### src/shared/operating_mode_pkg.sv
// Constants for the operating-word scheduler: command codes, word layout,
// register offsets and delay timing. Assumes a 25 MHz system clock.
package operating_mode_pkg;

	localparam int unsigned CLK_HZ = 25_000_000;

	// Register offsets seen by the register commands
	localparam logic [7:0] OFS_OPERATING_CONTROL_WORD = 8'h64;
	localparam logic [7:0] OFS_CFG_P = 8'h65;
	localparam logic [7:0] OFS_CFG_T1 = 8'h66;
	localparam logic [7:0] OFS_CFG_T2 = 8'h67;

	// Stored-copy slots for the memory commands
	localparam logic [1:0] NVM_OPERATING_CONTROL_WORD = 2'h0;
	localparam logic [1:0] NVM_CFG_P = 2'h1;
	localparam logic [1:0] NVM_CFG_T1 = 2'h2;
	localparam logic [1:0] NVM_CFG_T2 = 2'h3;

	// Operating word fields
	localparam int POS_INT_MODE = 15;
	localparam int POS_FAST_START = 14;
	localparam int POS_CONT_MODE = 13;
	localparam int POS_SWITCH_EN = 12;
	localparam int POS_TEMP_SEL = 11;
	localparam int POS_FIFO_THR = 6;
	localparam int POS_FIFO_MODE = 4;
	localparam int POS_DELAY = 0;
	localparam logic [15:0] OPERATING_CONTROL_WORD_RESET = 16'h0000;
	localparam logic [15:0] CFG_RESET = 16'h0000;
	localparam logic [15:0] READ_ZERO = 16'h0000;

	// Measurement channels, one set is P then T1 then T2
	localparam logic [1:0] CH_P = 2'h0;
	localparam logic [1:0] CH_T1 = 2'h1;
	localparam logic [1:0] CH_T2 = 2'h2;

	typedef enum logic [3:0] {
		CMD_RD_REG = 4'h0,
		CMD_WR_REG = 4'h1,
		CMD_RD_OPERATING_CONTROL_WORD = 4'h2,
		CMD_WR_OPERATING_CONTROL_WORD = 4'h3,
		CMD_RD_CFG = 4'h4,
		CMD_WR_CFG = 4'h5,
		CMD_RD_NVM = 4'h6,
		CMD_WR_NVM = 4'h7,
		CMD_START_AUTO = 4'h8,
		CMD_STOP_AUTO = 4'h9,
		CMD_CONVERT = 4'hA,
		CMD_RD_STATUS = 4'hB
	} cmd_e;

	// Delay per code in microseconds; code 0 means off
	localparam longint unsigned DELAY_US [16] = '{
		0, 0, 1_000, 5_000, 10_000, 20_000, 50_000, 100_000,
		200_000, 500_000, 1_000_000, 2_000_000, 5_000_000, 10_000_000,
		20_000_000, 60_000_000
	};

	function automatic logic [31:0] us_to_cycles(input longint unsigned us);
		longint unsigned cyc;
		cyc = us * longint'(CLK_HZ) / 64'd1_000_000;
		return cyc[31:0];
	endfunction

	localparam logic [31:0] DELAY_CYC_DEF [16] = '{
		us_to_cycles(DELAY_US[0]), us_to_cycles(DELAY_US[1]),
		us_to_cycles(DELAY_US[2]), us_to_cycles(DELAY_US[3]),
		us_to_cycles(DELAY_US[4]), us_to_cycles(DELAY_US[5]),
		us_to_cycles(DELAY_US[6]), us_to_cycles(DELAY_US[7]),
		us_to_cycles(DELAY_US[8]), us_to_cycles(DELAY_US[9]),
		us_to_cycles(DELAY_US[10]), us_to_cycles(DELAY_US[11]),
		us_to_cycles(DELAY_US[12]), us_to_cycles(DELAY_US[13]),
		us_to_cycles(DELAY_US[14]), us_to_cycles(DELAY_US[15])
	};

endpackage

### src/rtl/operating_mode_scheduler.sv
// Operating word, configuration words, stored copies and the measurement scheduler.
// Assumes a command decoder, converter and FIFO on the same clock.
`timescale 1ns/1ps

module operating_mode_scheduler
	import operating_mode_pkg::*;
#(
	parameter logic [31:0] DELAY_CYC [16] = DELAY_CYC_DEF
)
(
	// Clock and reset
	input wire logic clk,
	input wire logic rst_b,
	// Command port
	input wire logic cmdValid,
	input wire logic [3:0] cmdCode,
	input wire logic [7:0] cmdAddr,
	input wire logic [15:0] cmdData,
	output logic rspValid,
	output logic rspRefused,
	output logic [15:0] rspData,
	// Converter
	output logic convStart,
	output logic [1:0] convChannel,
	input wire logic convDone,
	output logic biasOn,
	output logic autoRunning,
	// FIFO and temperature routing
	output logic [1:0] fifoMode,
	output logic fifoReset,
	output logic tempSel,
	output logic [1:0] compTempChannel,
	input wire logic [5:0] fifoCount,
	output logic fifoAlert,
	// Interrupts and switch
	input wire logic globalIntEn,
	input wire logic [3:0] intCause,
	input wire logic thrLevel,
	input wire logic aboveHigh,
	input wire logic belowLow,
	output logic [3:0] intPending,
	output logic intPin,
	output logic switchOut
);

	typedef enum logic [1:0] {ST_IDLE, ST_CONV, ST_WAIT, ST_DELAY} state_e;

	typedef struct packed {
		state_e st;
		logic [15:0] operReg;
		logic [15:0] operAct;
		logic [2:0][15:0] cfgReg;
		logic [3:0][15:0] nvm;
		logic autoOn;
		logic stopReq;
		logic [1:0] phase;
		logic [31:0] delayCnt;
		logic [7:0] ratioCnt;
		logic convStart;
		logic rspValid;
		logic rspRefused;
		logic [15:0] rspData;
		logic [3:0] pending;
		logic intPin;
		logic fifoAlert;
		logic switchOut;
		logic biasOn;
	} state_s;

	state_s cur_reg;
	state_s cur_next;

	cmd_e cmd;
	logic fifoThrHit;
	logic [4:0] fifoThr;

	assign cmd = cmd_e'(cmdCode);
	assign fifoThr = cur_reg.operAct[POS_FIFO_THR +: 5];

	always_comb
	begin
		fifoThrHit = (fifoThr != 5'h0) && (fifoCount >= {1'b0, fifoThr});
	end

	always_comb
	begin
		logic blocked;
		logic clrPend;
		logic startSet;
		logic [3:0] dcode;
		blocked = 1'b0;
		clrPend = 1'b0;
		startSet = 1'b0;
		dcode = cur_reg.operReg[POS_DELAY +: 4];
		cur_next = cur_reg;
		cur_next.convStart = 1'b0;
		cur_next.rspValid = 1'b0;
		cur_next.rspRefused = 1'b0;
		cur_next.rspData = READ_ZERO;

		if (cmdValid)
		begin
			cur_next.rspValid = 1'b1;
			blocked = cur_reg.autoOn && (cmd == CMD_CONVERT || cmd == CMD_WR_REG
				|| cmd == CMD_WR_OPERATING_CONTROL_WORD || cmd == CMD_WR_CFG || cmd == CMD_RD_NVM
				|| cmd == CMD_WR_NVM);
			if (blocked)
				cur_next.rspRefused = 1'b1;
			else
			begin
				case (cmd)
					CMD_RD_REG, CMD_WR_REG:
					begin
						case (cmdAddr)
							OFS_OPERATING_CONTROL_WORD:
							begin
								cur_next.rspData = cur_reg.operReg;
								if (cmd == CMD_WR_REG)
									cur_next.operReg = cmdData;
							end
							OFS_CFG_P, OFS_CFG_T1, OFS_CFG_T2:
							begin
								cur_next.rspData = cur_reg.cfgReg[cmdAddr[1:0] - 2'd1];
								if (cmd == CMD_WR_REG)
									cur_next.cfgReg[cmdAddr[1:0] - 2'd1] = cmdData;
							end
							default:
								cur_next.rspRefused = 1'b1;
						endcase
					end
					CMD_RD_OPERATING_CONTROL_WORD:
						cur_next.rspData = cur_reg.operReg;
					CMD_WR_OPERATING_CONTROL_WORD:
						cur_next.operReg = cmdData;
					CMD_RD_CFG, CMD_WR_CFG:
					begin
						if (cmdAddr[1:0] > 2'd2)
							cur_next.rspRefused = 1'b1;
						else
						begin
							cur_next.rspData = cur_reg.cfgReg[cmdAddr[1:0]];
							if (cmd == CMD_WR_CFG)
								cur_next.cfgReg[cmdAddr[1:0]] = cmdData;
						end
					end
					CMD_RD_NVM:
						cur_next.rspData = cur_reg.nvm[cmdAddr[1:0]];
					CMD_WR_NVM:
						cur_next.nvm[cmdAddr[1:0]] = cmdData;
					CMD_START_AUTO:
					begin
						if (dcode == 4'h0 || cur_reg.autoOn)
							cur_next.rspRefused = 1'b1;
						else
						begin
							cur_next.autoOn = 1'b1;
							cur_next.stopReq = 1'b0;
							if (cur_reg.st == ST_IDLE)
								startSet = 1'b1;
						end
					end
					CMD_STOP_AUTO:
					begin
						cur_next.autoOn = 1'b0;
						if (cur_reg.st == ST_IDLE || cur_reg.st == ST_DELAY)
						begin
							cur_next.st = ST_IDLE;
							cur_next.ratioCnt = 8'h00;
						end
						else
							cur_next.stopReq = 1'b1;
					end
					CMD_CONVERT:
					begin
						if (cur_reg.st == ST_IDLE)
							startSet = 1'b1;
						else
							cur_next.rspRefused = 1'b1;
					end
					CMD_RD_STATUS:
					begin
						cur_next.rspData = {cur_reg.ratioCnt, cur_reg.pending,
							cur_reg.autoOn, cur_reg.stopReq, cur_reg.st};
						clrPend = 1'b1;
					end
					default:
						cur_next.rspRefused = 1'b1;
				endcase
			end
		end

		case (cur_reg.st)
			ST_IDLE:
			begin
				if (startSet)
					cur_next.st = ST_CONV;
			end
			ST_CONV:
			begin
				cur_next.convStart = 1'b1;
				cur_next.st = ST_WAIT;
			end
			ST_WAIT:
			begin
				if (convDone)
				begin
					if (cur_reg.phase != CH_T2)
					begin
						cur_next.phase = cur_reg.phase + 2'd1;
						cur_next.st = ST_CONV;
					end
					else
					begin
						cur_next.phase = CH_P;
						// Next values, so a stop or start in this same cycle is not lost
						if (cur_next.stopReq || !cur_next.autoOn)
						begin
							cur_next.st = ST_IDLE;
							if (cur_next.stopReq)
								cur_next.ratioCnt = 8'h00;
							cur_next.stopReq = 1'b0;
						end
						else
						begin
							cur_next.ratioCnt = cur_reg.ratioCnt + 8'd1;
							cur_next.delayCnt = DELAY_CYC[cur_reg.operAct[POS_DELAY +: 4]];
							cur_next.st = ST_DELAY;
						end
					end
				end
			end
			ST_DELAY:
			begin
				if (!cur_next.autoOn)
					cur_next.st = ST_IDLE;
				else if (cur_reg.delayCnt <= 32'd1)
					cur_next.st = ST_CONV;
				else
					cur_next.delayCnt = cur_reg.delayCnt - 32'd1;
			end
			default:
				cur_next.st = ST_IDLE;
		endcase

		// Operating word latched at the start of a measurement set and on every cycle spent in idle
		if (cur_next.st == ST_CONV && cur_next.phase == CH_P && cur_reg.st != ST_WAIT)
			cur_next.operAct = cur_next.operReg;
		else if (cur_reg.st == ST_IDLE && cur_next.st == ST_IDLE)
			cur_next.operAct = cur_next.operReg;

		if (cur_reg.operAct[POS_INT_MODE])
		begin
			if (intCause != 4'h0)
				cur_next.pending = intCause;
			else if (clrPend)
				cur_next.pending = 4'h0;
		end
		else
			cur_next.pending = (cur_reg.pending & ~{4{clrPend}}) | intCause;

		cur_next.fifoAlert = globalIntEn && fifoThrHit;
		cur_next.intPin = globalIntEn && (cur_next.fifoAlert || (cur_reg.operAct[POS_CONT_MODE]
			? thrLevel : (cur_next.pending != 4'h0)));

		if (!cur_reg.operAct[POS_SWITCH_EN])
			cur_next.switchOut = 1'b0;
		else if (aboveHigh)
			cur_next.switchOut = 1'b1;
		else if (belowLow)
			cur_next.switchOut = 1'b0;

		cur_next.biasOn = cur_next.operAct[POS_FAST_START]
			|| cur_next.st == ST_CONV || cur_next.st == ST_WAIT;
	end

	always_ff @(posedge clk or negedge rst_b)
	begin
		if (!rst_b)
		begin
			cur_reg <= '0;
			cur_reg.st <= ST_IDLE;
			cur_reg.operReg <= OPERATING_CONTROL_WORD_RESET;
			cur_reg.operAct <= OPERATING_CONTROL_WORD_RESET;
			cur_reg.cfgReg <= {3{CFG_RESET}};
			cur_reg.nvm <= {OPERATING_CONTROL_WORD_RESET, CFG_RESET, CFG_RESET, CFG_RESET};
			cur_reg.phase <= CH_P;
		end
		else
			cur_reg <= cur_next;
	end

	assign rspValid = cur_reg.rspValid;
	assign rspRefused = cur_reg.rspRefused;
	assign rspData = cur_reg.rspData;
	assign convStart = cur_reg.convStart;
	assign convChannel = cur_reg.phase;
	assign biasOn = cur_reg.biasOn;
	assign autoRunning = cur_reg.autoOn;
	assign fifoMode = cur_reg.operAct[POS_FIFO_MODE +: 2];
	assign fifoReset = ~|cur_reg.operAct[POS_FIFO_MODE +: 2];
	assign tempSel = cur_reg.operAct[POS_TEMP_SEL];
	assign compTempChannel = CH_T1;
	assign fifoAlert = cur_reg.fifoAlert;
	assign intPending = cur_reg.pending;
	assign intPin = cur_reg.intPin;
	assign switchOut = cur_reg.switchOut;
endmodule

### config.mk
export PLATFORM = sky130hd
export DESIGN_NAME = operating_mode_scheduler
export DESIGN_NICKNAME = d
export VERILOG_FILES = /design/src/shared/operating_mode_pkg.sv /design/src/rtl/operating_mode_scheduler.sv
export SDC_FILE = /design/constraint.sdc
export NUM_CORES = 1
export LEC_CHECK = 0
export ABC_AREA = 1
export BUFFER_PORTS_ARGS = -buffer_cell sky130_fd_sc_hd__buf_4
export CAP_MARGIN = 20
export CORE_MARGIN = 2
export CORE_UTILIZATION = 45
export CTS_CLUSTER_SIZE = 24
export DETAILED_ROUTE_END_ITERATION = 10
export GPL_ROUTABILITY_DRIVEN = 0
export MAX_ROUTING_LAYER = met4
export PLACE_DENSITY = 0.59
export REMOVE_ABC_BUFFERS = 1
export SYNTH_ARGS = -nofsm -noshare
export SYNTH_HDL_FRONTEND = slang
export SYNTH_SLANG_ARGS = --single-unit
### constraint.sdc
create_clock -name clk -period 5.04 [get_ports clk]
set_input_delay 0.756 -clock clk [delete_from_list [all_inputs] [get_ports clk]]
set_output_delay 0.756 -clock clk [all_outputs]
set_load 0.05 [all_outputs]
==> flow_summary.ini <==
[placement]
place_inst = 1976
place_hpwl_um = 26000
post-place-ws_ps = 1540
io_buffers = 79

[finish]
n_antenna_cell = 0
largest_register_ff_count = 184
fillers = 2623
area_growth_syn_to_layout_pct = 13.2
fin_nets = 1738
fin_cells = 2026
final_layout_size_suffix_gt1_share_pct = 11.0

[critical_path]
cpMaxStageDelayCell = inv_2
rrSetupSlack_ps = 1760
critPathArrivalTime_ps = 3720
max_stage_delay_ps = 690
r2r-start = cur_reg[215]
critPathMaxFanout = 48
cp_common_cell = nand2_1
endpoint_kind = flop
cp_cell_sequence = inv_1 -> ha_1 -> nand2_1 -> nor2_1 -> nand3_4 -> o21ai_2 -> nand2_1 -> inv_2 -> nand2_1 -> a21o_1
start_kind = flop
reg2reg_to = cur_reg[60]
critical_path_class = reg -> reg
crit_start = cur_reg[215]
required_ps = 5480
crit_end = cur_reg[60]
reg2reg_depth = 10

[power_and_ir_drop]
power_switching_mw = 2.89
p_sw_share_pct = 40.4
p_seq_share_pct = 36.8
powerDensity_mw_per_mm2 = 512
clkPwrFrac_pct = 29.0
combPwrFrac_pct = 34.2
p_leak_nw = 6.69
peakVddDrop_uv = 253
p_int_mw = 4.27

[drt]
wl_um = 38000
viasPerCell = 5.47
antenna_left = 0
wl_per_cell_um = 18.8
drt_iter0_drc = 959
vias = 11100
firstDrtPassIters = 5
drc = 0

[yosys]
avgSynthCellArea_um2 = 7.57
ys.warnings.count = 0
synthFlopType = dfrtp_1
seq_area_frac_synth_pct = 43.9
synthArstFlopShare_pct = 100
synthCells = 1635
synth-seq-cells = 217
yosysUniqueCellTypes = 52
netlist_area_mm2 = 0.0124
synth_edf_count = 0

[global_route]
grt_pass1_vias = 10500
gr-total-overflow = 0
grt_pass1_wl_um = 59500
track_usage_pct = 27.4
grt_max_degree = 105
antenna_found_initial = 0

[cts]
post_cts_buffers = 0
clk_path_buf_depth = 3
cts_made_buffers = 27
cts.sinks = 217
hold_buffers = 0
cts.repair.resized = 0
clk_latency_ps = 550
cts_root_buffer = clkbuf_16
cts_max_level = 1
cts_tree = done
path_clk_slew_ps = 60

[sta]
clock_skew_ps = 15.6
finalMaxSlewViolations = 0
finalCritPeriodShare_pct = 65.0
fin_setup_tns_ps = 0
hold_viol = 0
relSlewSlack_pct = 25.1
post-route-min-period_ps = 3280
rsz0062_at_grt = false
worst_pin_slew_ps = 1120
worst_slack_ps = 1760
fmax_ghz = 0.305
setup_violations = 0

[die]
core.rowCount = 60
core_mm2 = 0.0270
die_area_mm2 = 0.0288
die_width_um = 170
ios = 82
start_util_pct = 45.9
die_h_um = 170

[run]
cap_violations = 0

[outcome]
outcome = complete, no violations

[worst_hold_path]
min_path_type = in -> async
[layout by cell type (no fill, tap or decap), types with 4 or more instances in the layout]
cell         n
bufinv_16    4
inv_2        6
o31ai_1      4
a31oi_1     26
a2bb2oi_1    5
ha_1        28
o211ai_1    30
xor2_1      17
nor2_1     158
inv_1      211
o22ai_1     34
nor3_1      11
xnor2_1      6
nor2_2       9
clkbuf_8     6
nand2_2      9
o21ai_0    231
nand4_1     13
dfrtp_1    217
a21oi_1    107
buf_4       99
nand2_1    309
a22oi_1     11
clkbuf_16   27
nand3_1     56
[layer usage]
layer,share of wire (%),GRT usage [%],wire length [µm],vias up
met4,2.1,6.50,789,0
met3,6.6,4.85,2500,58
met1,46,37.3,17500,5251
li1,-,-,-,5419
met2,45,42.7,17200,352
met5,0,-,0,-
[stage by stage]
step / util (%) / cell area (µm²) / total power, mW / hold slack [ps]
floorplan: - / 11800 / 4.27 / 453
global placement: 48.4 / 13000 / 5.05 / 469
detailed placement: 48.4 / 13000 / 5.08 / 474
CTS: 52.0 / 14000 / 7.18 / 301
global route: 52.0 / 14000 / 7.64 / 319
finish: 52.0 / 14000 / 7.16 / 263
[synth_stat cells, types with 2 or more instances]
cell type / n / share of area (%)
buf_2: 18 / 0.73
conb_1: 2 / 0.061
ha_1: 28 / 2.8
clkinv_1: 2 / 0.061
nand3_1: 56 / 2.3
a22oi_1: 11 / 0.67
a21oi_1: 107 / 4.3
nand4_1: 13 / 0.66
o211ai_1: 30 / 1.8
dfrtp_1: 217 / 44
nand2_1: 309 / 9.4
nor2_2: 4 / 0.20
inv_1: 211 / 6.4
clkbuf_1: 47 / 1.4
a2bb2oi_1: 5 / 0.35
a21oi_4: 2 / 0.26
nor4_1: 2 / 0.10
or2_2: 2 / 0.10
nor3_1: 12 / 0.49
nor2_1: 163 / 4.9
xnor2_1: 6 / 0.42
a21oi_2: 2 / 0.14
o31ai_1: 4 / 0.24
o22ai_1: 34 / 1.7
o21a_1: 2 / 0.12
buf_4: 29 / 1.8
xor2_1: 17 / 1.2
buf_6: 2 / 0.18
o21ai_0: 231 / 9.3
nand3_4: 2 / 0.28
a31oi_1: 26 / 1.3
inv_2: 6 / 0.18
buf_1: 3 / 0.091
a21o_1: 2 / 0.12
nand2_2: 9 / 0.46
nand3b_1: 2 / 0.12
o221ai_1: 2 / 0.14
[layout make-up]
cell class              instances  area [µm²]  share of cell area, %
clock buffers                  36         769                   5.50
inverters                     219         822                   5.87
multi-input cells            1099        5600                   40.0
clock inverters                14         193                   1.38
repair buffers                100         758                   5.42
well taps                     341         427                   3.05
flip-flops and latches        217        5430                   38.8
[power by group through the flow]
stage | Sequential (mW) | Clock [mW] | Combinational (mW)
after CTS | 2.63 | 2.10 | 2.45
after global routing | 2.69 | 2.19 | 2.76
after detailed placement | 2.65 | 0 | 2.43
final | 2.63 | 2.08 | 2.45
after global placement | 2.65 | 0 | 2.41
after floorplan | 2.69 | 0 | 1.58
[critical path, delay by kind of cell (launching register included)]
kind	cells	cell delay [ps]
compound gates	2	300
fa+ha+maj	1	340
buf+inv	2	890
flops	1	430
simple gates	5	1200
[worst min-delay path by stage]
stage	startpoint	endpoint	slack, ps	cells past startpoint
5_1_grt	rst_b	cur_reg[136]	320	1
6_report	rst_b	cur_reg[136]	260	1
3_5_place_dp	cur_reg[146]	cur_reg[146]	470	2
2_1_floorplan	cur_reg[135]	cur_reg[135]	450	2
3_3_place_gp	cur_reg[172]	cur_reg[172]	470	2
4_1_cts	rst_b	convStart	300	1
[cell families after synthesis]
family	Yosys count	synth area share, %
AND/OR/NAND/NOR	579	19.5
AO/OA/AOI/OAI	467	21.2
buffers and inverters	319	11.0
flip-flops	217	43.9
adder cells (fa/ha/maj)	28	2.83
XOR/XNOR	23	1.63
other	2	0.0607
Note: power is estimated with default switching activity, not from simulation.
